<file path="src/verilog/pat_pkg.sv">
// package of constants and types for the partition address translator
package pat_pkg;

  // partition and digit geometry
  localparam int PART_CNT = 20;   // partitions served
  localparam int PART_W   = 5;    // width of a partition number
  localparam int SIZE_W   = 4;    // patched size of one area, in thousands
  localparam int BASE_W   = 8;    // base address, in thousands, binary
  localparam int DIG_W    = 4;    // one bcd digit
  localparam int ADDR_W   = 16;   // four bcd digits of relative address
  localparam int LOW_W    = 12;   // units, tens and hundreds on twelve wires
  localparam int CNT_W    = 7;    // characters in one transfer, up to 127

  // digit positions inside a relative address
  localparam int THOU_LSB = 12;
  localparam int HUND_LSB = 8;
  localparam int TENS_LSB = 4;
  localparam int UNIT_LSB = 0;

  // fixed values
  localparam logic [SIZE_W-1:0] TENK_SIZE  = 4'ha;      // partition of exactly ten thousand
  localparam logic [ADDR_W-1:0] PROT_LIMIT = 16'h0300;  // protected low common area
  localparam logic [DIG_W-1:0]  BCD_NINE   = 4'h9;
  localparam logic [DIG_W-1:0]  BCD_ZERO   = 4'h0;
  localparam logic [BASE_W-1:0] DEC_RADIX  = 8'h0a;
  localparam logic [CNT_W-1:0]  CNT_ONE    = 7'h01;
  localparam logic [BASE_W-1:0] BASE_ZERO  = 8'h00;

  // transfer sequencer states, gray along idle -> run -> done
  typedef enum logic [1:0] {
    ST_IDLE = 2'b00,
    ST_RUN  = 2'b01,
    ST_DONE = 2'b11
  } pat_state_e;

endpackage

</file>
<file path="src/verilog/pat_base_regs.sv">
// scan and working base registers with their partition numbers
`timescale 1ns/1ns
module pat_base_regs
  import pat_pkg::*;
(
  // clock and reset
  input  wire logic              core_clk,
  input  wire logic              reset,
  input  wire logic              ce,
  // partition step from the base adder
  input  wire logic              step,
  input  wire logic [PART_W-1:0] step_part,
  input  wire logic [BASE_W-1:0] step_base,
  // mode gating
  input  wire logic              fac_op,
  input  wire logic              use_work,
  // selected base
  output logic       [BASE_W-1:0] sel_base,
  output logic       [PART_W-1:0] sel_part
);

  logic [BASE_W-1:0] scan_base_ff, nxt_scan_base;
  logic [PART_W-1:0] scan_part_ff, nxt_scan_part;
  logic [BASE_W-1:0] work_base_ff, nxt_work_base;
  logic [PART_W-1:0] work_part_ff, nxt_work_part;
  logic              fac_op_ff,    nxt_fac_op;

  // scan register follows every step; working register is frozen while a channel operation runs
  always_comb begin
    nxt_scan_base = scan_base_ff;
    nxt_scan_part = scan_part_ff;
    nxt_work_base = work_base_ff;
    nxt_work_part = work_part_ff;
    nxt_fac_op    = fac_op;
    if (step) begin
      nxt_scan_base = step_base;
      nxt_scan_part = step_part;
    end
    if (!fac_op) begin
      nxt_work_base = nxt_scan_base;
      nxt_work_part = nxt_scan_part;
    end
  end

  // register the base pair
  always_ff @(posedge core_clk or posedge reset) begin
    if (reset) begin
      scan_base_ff <= BASE_ZERO;
      scan_part_ff <= '0;
      work_base_ff <= BASE_ZERO;
      work_part_ff <= '0;
      fac_op_ff    <= 1'b0;
    end else if (ce) begin
      scan_base_ff <= nxt_scan_base;
      scan_part_ff <= nxt_scan_part;
      work_base_ff <= nxt_work_base;
      work_part_ff <= nxt_work_part;
      fac_op_ff    <= nxt_fac_op;
    end
  end

  // mode gate: channel cycle during a channel operation takes the working base, all else the scan base
  assign sel_base = (use_work && fac_op_ff) ? work_base_ff : scan_base_ff;
  assign sel_part = (use_work && fac_op_ff) ? work_part_ff : scan_part_ff;

endmodule

</file>
<file path="src/verilog/pat_translator.sv">
// partition address translator: base adder, limit checks and character transfer sequencer
// Notes on behaviour
// - units, tens, hundreds go to memory as twelve-wire bcd; thousands add base.
// - ten-thousands digit comes from the base sum on its own output.
// - ten-thousand partition wraps 9999 to 0000 and never faults in its own area.
// - ten-thousand partition in common area is limit checked like any other.
// - address checked before each memory cycle; an oversize address suppresses the cycle.
// - transfer stores up to the limit, faults at first character beyond it.
// - absolute address is relative plus common size plus lower partition sizes.
// - common address forces zero into base adder; thousands digit passes unchanged.
// - common thousands digit at or above the common limit raises an error.
// - read into common below 300 faults unless inhibit switch condition is active.
// - any fault presets check, decrements program count digit, ends the transfer.
// - partition zero base is the common limit; later bases add lower sizes.
// - each partition step computes a new base, held in two base registers.
// - during channel operation working base holds while scan base keeps stepping.
// - channel cycle request suspends sequencing during an io controller operation, otherwise runs on the working base while a channel operation is up.
// - channel holds request over the whole block; on release scanning resumes.
// - mode gating picks which base register feeds the address.
`timescale 1ns/1ns
module pat_translator
  import pat_pkg::*;
(
  // clock, reset and freeze
  input  wire logic                       core_clk,
  input  wire logic                       reset,
  input  wire logic                       ce,
  // patched sizes
  input  wire logic [SIZE_W-1:0]          common_size_k,
  input  wire logic [PART_CNT*SIZE_W-1:0] part_size_k,
  // partition stepping from the sequencer
  input  wire logic                       part_step,
  input  wire logic [PART_W-1:0]          part_num,
  // mode gating
  input  wire logic                       io_controller_op,
  input  wire logic                       file_access_channel_op,
  input  wire logic                       file_access_channel_cycle_req,
  // transfer request
  input  wire logic                       xfer_start,
  input  wire logic [ADDR_W-1:0]          xfer_addr,
  input  wire logic [CNT_W-1:0]           xfer_count,
  input  wire logic                       xfer_read,
  input  wire logic                       common_area_select,
  // inhibit switch sources
  input  wire logic                       inhibit_panel,
  input  wire logic                       inhibit_mode,
  // memory select side
  output logic                            mem_cycle,
  output logic                            mem_read,
  output logic [LOW_W-1:0]                mem_low_bcd,
  output logic [DIG_W-1:0]                mem_thou_digit,
  output logic [DIG_W-1:0]                mem_tenk_digit,
  // sequencer side
  output logic                            seq_hold,
  output logic                            xfer_busy,
  output logic                            xfer_done,
  output logic                            addr_error,
  output logic                            check_preset,
  output logic                            program_count_tens_digit_decr
);

  // bcd increment of a four digit address, 9999 rolls to 0000
  function automatic logic [ADDR_W-1:0] bcd_inc(input logic [ADDR_W-1:0] a);
    logic [ADDR_W-1:0] r;
    logic              carry;
    r     = a;
    carry = 1'b1;
    for (int d = 0; d < ADDR_W / DIG_W; d++) begin
      if (carry) begin
        if (a[d*DIG_W +: DIG_W] == BCD_NINE) begin
          r[d*DIG_W +: DIG_W] = BCD_ZERO;
        end else begin
          r[d*DIG_W +: DIG_W] = a[d*DIG_W +: DIG_W] + 4'h1;
          carry               = 1'b0;
        end
      end
    end
    return r;
  endfunction

  // patched size of one partition from the flat patch bus
  function automatic logic [SIZE_W-1:0] size_of(input logic [PART_CNT*SIZE_W-1:0] sizes,
                                                input logic [PART_W-1:0] p);
    logic [SIZE_W-1:0] s;
    s = '0;
    for (int i = 0; i < PART_CNT; i++) begin
      if (p == PART_W'(i)) begin
        s = sizes[i*SIZE_W +: SIZE_W];
      end
    end
    return s;
  endfunction

  // inhibit switch from the test panel is a pin: two stage synchroniser
  logic inh_meta_ff, inh_sync_ff;
  always_ff @(posedge core_clk or posedge reset) begin
    if (reset) begin
      inh_meta_ff <= 1'b0;
      inh_sync_ff <= 1'b0;
    end else if (ce) begin
      inh_meta_ff <= inhibit_panel;
      inh_sync_ff <= inh_meta_ff;
    end
  end

  // base adder: running sum of common size and lower partition sizes
  logic [BASE_W-1:0] prefix [0:PART_CNT];
  assign prefix[0] = BASE_W'(common_size_k);
  genvar gi;
  generate
    for (gi = 0; gi < PART_CNT; gi++) begin : g_prefix
      assign prefix[gi+1] = prefix[gi] + BASE_W'(part_size_k[gi*SIZE_W +: SIZE_W]);
    end
  endgenerate

  // pick the base of the partition being stepped to
  logic [BASE_W-1:0] step_base;
  always_comb begin
    step_base = BASE_ZERO;
    for (int i = 0; i < PART_CNT; i++) begin
      if (part_num == PART_W'(i)) begin
        step_base = prefix[i];
      end
    end
  end

  // channel cycle gates the working base only during a channel operation, not an io one
  logic              use_work;
  logic [BASE_W-1:0] sel_base;
  logic [PART_W-1:0] sel_part;
  assign use_work = file_access_channel_cycle_req && !io_controller_op;

  pat_base_regs u_base (
    .core_clk  (core_clk),
    .reset     (reset),
    .ce        (ce),
    .step      (part_step),
    .step_part (part_num),
    .step_base (step_base),
    .fac_op    (file_access_channel_op),
    .use_work  (use_work),
    .sel_base  (sel_base),
    .sel_part  (sel_part)
  );

  // seq_hold follows the channel request; the sequencer stalls on it only while io_controller_op is also up
  assign seq_hold = file_access_channel_cycle_req;

  // transfer sequencer state
  pat_state_e        state_ff,  nxt_state;
  logic [ADDR_W-1:0] addr_ff,   nxt_addr;
  logic [CNT_W-1:0]  cnt_ff,    nxt_cnt;
  logic              read_ff,   nxt_read;
  logic              com_ff,    nxt_com;

  // memory select and error outputs
  logic              cyc_ff,    nxt_cyc;
  logic              mrd_ff,    nxt_mrd;
  logic [LOW_W-1:0]  low_ff,    nxt_low;
  logic [DIG_W-1:0]  thou_ff,   nxt_thou;
  logic [DIG_W-1:0]  tenk_ff,   nxt_tenk;
  logic              err_ff,    nxt_err;

  // limit check on the current character address
  logic [DIG_W-1:0]  cur_thou;
  logic [SIZE_W-1:0] cur_size;
  logic              inhibit_sw;
  logic              fault;
  always_comb begin
    cur_thou   = addr_ff[THOU_LSB +: DIG_W];
    cur_size   = size_of(part_size_k, sel_part);
    inhibit_sw = inh_sync_ff || inhibit_mode;
    fault      = 1'b0;
    if (com_ff) begin
      if (cur_thou >= common_size_k) begin
        fault = 1'b1;
      end
      if (read_ff && (addr_ff < PROT_LIMIT) && !inhibit_sw) begin
        fault = 1'b1;
      end
    end else if ((cur_size != TENK_SIZE) && (cur_thou >= cur_size)) begin
      fault = 1'b1;
    end
  end

  // absolute thousands: base plus thousands digit, zero base for common area
  logic [BASE_W-1:0] abs_k;
  logic [BASE_W-1:0] abs_tenk;
  logic [BASE_W-1:0] abs_thou;
  always_comb begin
    abs_k    = (com_ff ? BASE_ZERO : sel_base) + BASE_W'(cur_thou);
    abs_tenk = abs_k / DEC_RADIX;
    abs_thou = abs_k % DEC_RADIX;
  end

  // next values of the sequencer and its outputs
  always_comb begin
    nxt_state = state_ff;
    nxt_addr  = addr_ff;
    nxt_cnt   = cnt_ff;
    nxt_read  = read_ff;
    nxt_com   = com_ff;
    nxt_cyc   = 1'b0;
    nxt_mrd   = mrd_ff;
    nxt_low   = low_ff;
    nxt_thou  = thou_ff;
    nxt_tenk  = tenk_ff;
    nxt_err   = 1'b0;
    unique case (state_ff)
      ST_IDLE: begin
        if (xfer_start && (xfer_count != '0)) begin
          nxt_state = ST_RUN;
          nxt_addr  = xfer_addr;
          nxt_cnt   = xfer_count;
          nxt_read  = xfer_read;
          nxt_com   = common_area_select;
        end
      end
      ST_RUN: begin
        if (seq_hold && !use_work) begin
          nxt_state = ST_RUN;
        end else if (fault) begin
          nxt_err   = 1'b1;
          nxt_state = ST_DONE;
        end else begin
          nxt_cyc   = 1'b1;
          nxt_mrd   = read_ff;
          nxt_low   = addr_ff[UNIT_LSB +: LOW_W];
          nxt_thou  = abs_thou[DIG_W-1:0];
          nxt_tenk  = abs_tenk[DIG_W-1:0];
          nxt_addr  = bcd_inc(addr_ff);
          nxt_cnt   = cnt_ff - CNT_ONE;
          if (cnt_ff == CNT_ONE) begin
            nxt_state = ST_DONE;
          end
        end
      end
      ST_DONE: begin
        nxt_state = ST_IDLE;
      end
      default: begin
        nxt_state = ST_IDLE;
      end
    endcase
  end

  // register the sequencer and outputs
  always_ff @(posedge core_clk or posedge reset) begin
    if (reset) begin
      state_ff <= ST_IDLE;
      addr_ff  <= '0;
      cnt_ff   <= '0;
      read_ff  <= 1'b0;
      com_ff   <= 1'b0;
      cyc_ff   <= 1'b0;
      mrd_ff   <= 1'b0;
      low_ff   <= '0;
      thou_ff  <= BCD_ZERO;
      tenk_ff  <= BCD_ZERO;
      err_ff   <= 1'b0;
    end else if (ce) begin
      state_ff <= nxt_state;
      addr_ff  <= nxt_addr;
      cnt_ff   <= nxt_cnt;
      read_ff  <= nxt_read;
      com_ff   <= nxt_com;
      cyc_ff   <= nxt_cyc;
      mrd_ff   <= nxt_mrd;
      low_ff   <= nxt_low;
      thou_ff  <= nxt_thou;
      tenk_ff  <= nxt_tenk;
      err_ff   <= nxt_err;
    end
  end

  // output drive
  assign mem_cycle                     = cyc_ff;
  assign mem_read                      = mrd_ff;
  assign mem_low_bcd                   = low_ff;
  assign mem_thou_digit                = thou_ff;
  assign mem_tenk_digit                = tenk_ff;
  assign xfer_busy                     = (state_ff != ST_IDLE);
  assign xfer_done                     = (state_ff == ST_DONE);
  assign addr_error                    = err_ff;
  assign check_preset                  = err_ff;
  assign program_count_tens_digit_decr = err_ff;

endmodule
</file>
<file path="config.mk">
export PLATFORM = sky130hd
export DESIGN_NAME = pat_translator
export DESIGN_NICKNAME = d
export VERILOG_FILES = /design/src/verilog/pat_pkg.sv /design/src/verilog/pat_base_regs.sv /design/src/verilog/pat_translator.sv
export SDC_FILE = /design/constraint.sdc
export NUM_CORES = 1
export LEC_CHECK = 0
export BUFFER_PORTS_ARGS = -buffer_cell sky130_fd_sc_hd__buf_4
export CORE_ASPECT_RATIO = 0.8
export CORE_MARGIN = 8
export CORE_UTILIZATION = 50
export CTS_CLUSTER_SIZE = 16
export DETAILED_ROUTE_END_ITERATION = 12
export PLACE_DENSITY = 0.7
export SLEW_MARGIN = 20
export SYNTH_ARGS = -nofsm -noshare
export SYNTH_HDL_FRONTEND = slang
export SYNTH_HIERARCHICAL = 1
export SYNTH_SLANG_ARGS = --single-unit
</file>
<file path="constraint.sdc">
create_clock -name core_clk -period 7.1 [get_ports core_clk]
set_input_delay 0.355 -clock core_clk [delete_from_list [all_inputs] [get_ports core_clk]]
set_output_delay 0.355 -clock core_clk [all_outputs]
set_load 0.01 [all_outputs]
</file>
Yosys cells after proc, flatten, opt, wreduce, memory -nomap -nowiden
Index checks and enable logic that the tools add are counted.
{ "totals": {"ff_bits": 79, "input_bits": 124} }
{ "classes": {"addsub": 25, "div_mod_pow": 2, "n_lt_le_gt_ge": 3, "n_eq_ne": 53, "muxes": 89, "bitwise_logic": 3, "n_reduce_logical": 25} }
{ "op_table": {"columns": ["op", "n"], "rows": [
  ["2-to-1 mux 8 bit", 22],
  ["adder 8 x 4 -> 8 bit", 16],
  ["2-to-1 mux 4 bit", 28],
  ["equality test 5 x 4 -> 1 bit, second input constant", 16],
  ["2-to-1 mux 16 bit", 3],
  ["equality test 5 x 3 -> 1 bit, second input constant", 8],
  ["equality test 5 bit, second input constant", 8],
  ["case mux 16 bit (2 select lines)", 1],
  ["2-to-1 mux 1 bit", 24],
  ["2-to-1 mux 7 bit", 3],
  ["equality test 5 x 2 -> 1 bit, second input constant", 4],
  ["AND reduction 6 bit", 3],
  ["adder 4 x 1 -> 4 bit, second input constant", 4],
  ["equality test 4 bit, second input constant", 4],
  ["< comparator 16 x 10 -> 1 bit, second input constant", 1],
  ["case mux 7 bit (2 select lines)", 1],
  ["!= test 2 bit, second input constant", 6],
  ["equality test 5 x 1 -> 1 bit, second input constant", 2],
  ["zero test 5 bit", 2],
  ["2-to-1 mux 5 bit", 2],
  ["adder 7 x 4 -> 8 bit", 1],
  ["divider 8 x 4 -> 8 bit, second input constant", 1],
  [">= comparator 4 bit", 2],
  ["remainder unit 8 x 4 -> 8 bit, second input constant", 1],
  ["other kinds (21)", 37]
]} }

Logic depth before layout (Yosys ltp)
{ "logic_depth": {"ltp_word": 44, "mapped_depth": 50, "ltp_nobuf": 50} }

By module
The synthesis kept the hierarchy.
{ "modules_own_cells": {"columns": ["module", "n_inst", "cells_per_inst", "area_each_um2", "seq_area_each_um2"], "rows": [
  ["pat_translator", 1, 1357, 10593.9, 1301.2],
  ["pat_base_regs", 1, 88, 1403.8, 675.6]
]} }

Least setup slack after synthesis
Ideal clock, no wire load.
{ "synth_path": {"kind": "input to register", "start": "in common_size_k[0]", "end": "reg u_base.work_base_ff[6]", "setup_ps": 125, "t_arrival_ps": 11907, "required_ps": 6975, "slack_ps": -4932, "path_stages": 32, "n_path_buf": 0, "path_cell_list": "ha_1 fa_1 inv_1 fa_1 fa_1 fa_1 fa_1 fa_1 fa_1 fa_1 fa_1 fa_1 fa_1 fa_1 fa_1 fa_1 fa_1 fa_1 fa_1 inv_1 ha_1 a21o_1 a21oi_1 xnor2_1 ha_1 nor2b_1 o21ai_0 o31ai_2 xor2_1 o221ai_1 mux2_4 mux2_4"} }
{ "synth_via": {"elab_chain_cells": 21, "word_cells_on_any_way": 37} }
{ "synth_rtl": {"columns": ["element", "line", "text"], "rows": [
  ["start, declared", "pat_translator.sv:29", "input wire logic [SIZE_W-1:0] common_size_k,"],
  ["adder 4 x 4 -> 5 bit (*)", "pat_translator.sv:112", "assign prefix[gi+1] = prefix[gi] + BASE_W'(part_size_k[gi*SIZE_W +: SIZE_W]);"],
  ["adder 5 x 4 -> 6 bit (*)", "pat_translator.sv:112", null],
  ["adder 6 x 4 -> 7 bit (*)", "pat_translator.sv:112", null],
  ["adder 7 x 4 -> 8 bit / 2-to-1 mux 8 bit (equally long branches)", "pat_translator.sv:112, pat_translator.sv:121", null],
  ["adder 8 x 4 -> 8 bit / 2-to-1 mux 8 bit (equally long branches) (15 in a row)", "pat_translator.sv:112, pat_translator.sv:121", null],
  ["2-to-1 mux 8 bit (*)", "pat_translator.sv:121", "if (part_num == PART_W'(i)) begin"],
  ["via step_base[6]", "pat_translator.sv:117", "logic [BASE_W-1:0] step_base;"],
  ["2-to-1 mux 8 bit (*)", "pat_base_regs.sv:35", "if (step) begin"],
  ["end signal, assigned", "pat_base_regs.sv:56", "work_base_ff <= nxt_work_base;"],
  ["end, declared", "pat_base_regs.sv:24", "logic [BASE_W-1:0] work_base_ff, nxt_work_base;"]
]} }
The timed path passes the listed nets; every way through them passes the cells marked *.
A chain may end at the register's enable or synchronous reset.

Final worst setup path
Same ends and word-level chain as after synthesis.

==> impl_metrics.toml <==
[sta]
hold_viol = 0
setup_viol = 15
slew_headroom_pct = 30.1
tightest_slew_ps = 1020
period_needed_ps = 11970
fin_skew_ps = 8.61
slew_violations = 0
max_freq_mhz = 83.5
rsz0062_at_grt = "yes"
whs_ps = 226
setup_ws_ps = -4870
fin_crit_sh_pct = 169

[layout]
finalNonFillerCells = 2160
syn2layout_area_growth_pct = 36.5
finalNetCount = 2080
final_area_mm2 = 0.0164
drive_gt1_share_pct = 36.9
fill_cells = 1855
antenna_cells = 0

[grt]
grt_pass1_wl_mm = 67.0
grt_util_all_layers_pct = 28.1
antenna_found_initial = 0
overflow = 0
grt_max_degree = 48
grt_pass1_vias = 12600

[synthesis]
synth_area_mm2 = 0.0120
avgSynthCellArea_um2 = 8.30
synth.most_common_cell = "a21oi_1"
synth-simple-area-share_pct = 17.0
synth.area.top_cells = "dfrtp_1 (16%), ha_1 (9.7%), xnor2_1 (5.8%), mux2_2 (5.4%), a21oi_1 (5.2%)"
synth_xor_area_share_pct = 12.7
synthArstFlopShare_pct = 100
ys_ff_latch = 79
ys_seq_area_share_pct = 16.5
synth_top_cell_area_share_pct = 16.5
syn-num-nets = 1682
synthAdderAreaFrac_pct = 13.1
synth.yosys.warnings = 6
ys_top_cells_by_count = "a21oi_1 (125), nor2_1 (119), inv_1 (102)"
synthCells = 1445
synthMuxAreaShare_pct = 11.9
synth_edf_count = 0
synthFlopType = "dfrtp_1"
synth_compound_area_share_pct = 23.4
yosysTopAreaCell = "dfrtp_1"
synth_top_family_by_area = "compound AO/OA/AOI/OAI gates"
synth_cell_types = 96

[route]
ant_nets = 0
vias = 12900
first_pass_iters = 8
wl_per_cell_um = 19.9
via_per_inst = 5.98
postRouteWirelength_mm = 42.9
drt-initial-drc-count = 1409
drc = 0

[flow_run]
drv_cap = 0

[worst_setup_path]
r2r_slack_ps = 1210
reg2reg_depth = 23
endpoint_kind = "flip-flop"
reg2reg_to = "mem_thou_digit[2]"
cpMaxStageDelayCell = "fa_2"
worstPathMaxFanout = 3
crit_cells = 32
cpMostUsedCell = "fa_2"
crit_family = "adder cells"
critical_path_class = "in2reg"
critical_path_required_ps = 7330
reg2reg_from = "u_base/fac_op_ff"
crit_buf_inv = 4
crit_arrival_ps = 12200
critical_path.max_stage_delay_ps = 590
crit_path_start_kind = "input port"

[hold_path]
hold_end = "com_ff"
min_path_cells = 3
worstHoldStart = "common_area_select"
hold_class = "in2reg"

[floorplan]
die_h_um = 155
io_pins = 152
initial_core_util_pct = 51.1
dieArea_mm2 = 0.0292
core_mm2 = 0.0235
rows = 50
die_width_um = 189

[cts]
clk_path_buf_depth = 2
cts.sinks = 79
cts_buffers = 9
clkSlewWorstSetupHoldPaths_ps = 60
cts_tree = "done"
clock_latency_ps = 340
root_buffer = "clkbuf_16"
h-tree-depth = 3

[status]
status = "complete, but fails checks"
violations = "negative setup slack"

[placed_design]
place_area_mm2 = 0.0154
place_hpwl_mm = 33.7
numPortBuffers = 151
dp_cells = 2126
gp_congestion = 1.02
pre_cts_ws_ps = -5540
## registers in the layout, summed over array words and instances, names as in the netlist
name / cells
addr_ff: 16
mem_low_bcd: 12
u_base/scan_base_ff: 8
u_base/work_base_ff: 8
cnt_ff: 7
u_base/scan_part_ff: 5
u_base/work_part_ff: 5
mem_tenk_digit: 4
mem_thou_digit: 4
state_ff: 2
addr_error: 1
com_ff: 1
inh_meta_ff: 1
inh_sync_ff: 1
mem_cycle: 1
mem_read: 1
read_ff: 1
u_base/fac_op_ff: 1
## worst reg2reg max path, stage by stage (launching register included)
cell and delay (ps):
dfrtp_1 380, nand2_1 230, buf_4 250, mux2_2 350, nor2b_1 140, ha_1 220, fa_1 450, a21oi_1 190
nor2_1 60, nor2_1 240, nor2_1 100, xor2_1 150, nand2_1 210, o32ai_1 120, a22oi_1 600, nor2_1 260
o22ai_1 220, nor3_1 70, a21oi_1 360, xnor2_1 170, and2_1 210, o21ai_0 390, mux2i_1 130, mux2_2 270
## worst max-delay path by stage
stage                           startpoint                     end  slack [ps]
after floorplan           common_size_k[0]  u_base/work_base_ff[7]       -4360
after global placement    common_size_k[0]  u_base/work_base_ff[7]       -5050
after detailed placement  common_size_k[0]  u_base/work_base_ff[7]       -5540
after CTS                 common_size_k[0]  u_base/work_base_ff[7]       -4730
after global routing      common_size_k[0]  u_base/work_base_ff[7]       -5180
final                     common_size_k[0]  u_base/work_base_ff[6]       -4870
## layer usage
| metal | GRT usage [%] | part of all wire [%] | vias up |
|---|---|---|---|
| li1 | - | - | 6032 |
| met1 | 39.8 | 44 | 6121 |
| met2 | 42.5 | 44 | 668 |
| met3 | 6.40 | 9.7 | 91 |
| met4 | 6.84 | 2.3 | 0 |
| met5 | 0 | 0 | - |
## placed cells by master (no fill, tap or decap), drive strengths merged, types with 8 or more instances in the layout
cell,netlist,routed
a211oi,17,17
ha,93,93
and2,14,14
nand3,26,26
nor3b,13,13
xnor3,9,9
mux2,81,81
nor3,45,45
mux2i,29,29
clkbuf,42,9
nor2b,36,36
nand2,97,97
a21o,30,30
a31oi,21,21
xnor2,97,97
and3,9,9
nand2b,20,20
nor4,9,9
fa,20,20
nor2,119,119
o21bai,8,8
inv,102,107
a32oi,10,10
o22ai,19,19
o211ai,8,8
a22oi,13,13
buf,17,445
xor2,23,23
o21ai,104,104
a21oi,128,128
dfrtp,79,79
## logic make-up after synthesis
logic type,count (synthesis)
AO/OA/AOI/OAI,431
AND/OR/NAND/NOR,414
buffers and inverters,162
XOR/XNOR,129
multiplexers,116
adder cells (fa/ha/maj),114
flip-flops,79
## layout make-up
class	count	area (µm²)	share of cell area, %
inverters	103	387	2.36
multi-input cells	1204	9910	60.5
clock inverters	7	61.3	0.374
repair buffers	446	3420	20.9
clock buffers	9	225	1.38
well taps	312	390	2.38
flip-flops and latches	79	1980	12.1
## stage by stage
step                setup TNS (ps)  utilization (%)
floorplan                   -55050                -
global placement            -65490             65.8
detailed placement          -71290             65.8
CTS                         -61270             68.4
global route                -67490             69.8
finish                      -63730             69.8
## repair_timing
item	CTS	global route
gates resized for setup	37	49
gates cloned	0	0
endpoints found under the hold margin	5	0
buffers inserted	12	7
hold buffers	1	0
pin swaps	18	7
endpoints found under the setup margin	15	15
Power is left out: the tool's default activity adds up to more than one toggle a clock period on the data nets, which glitch-free logic cannot reach.
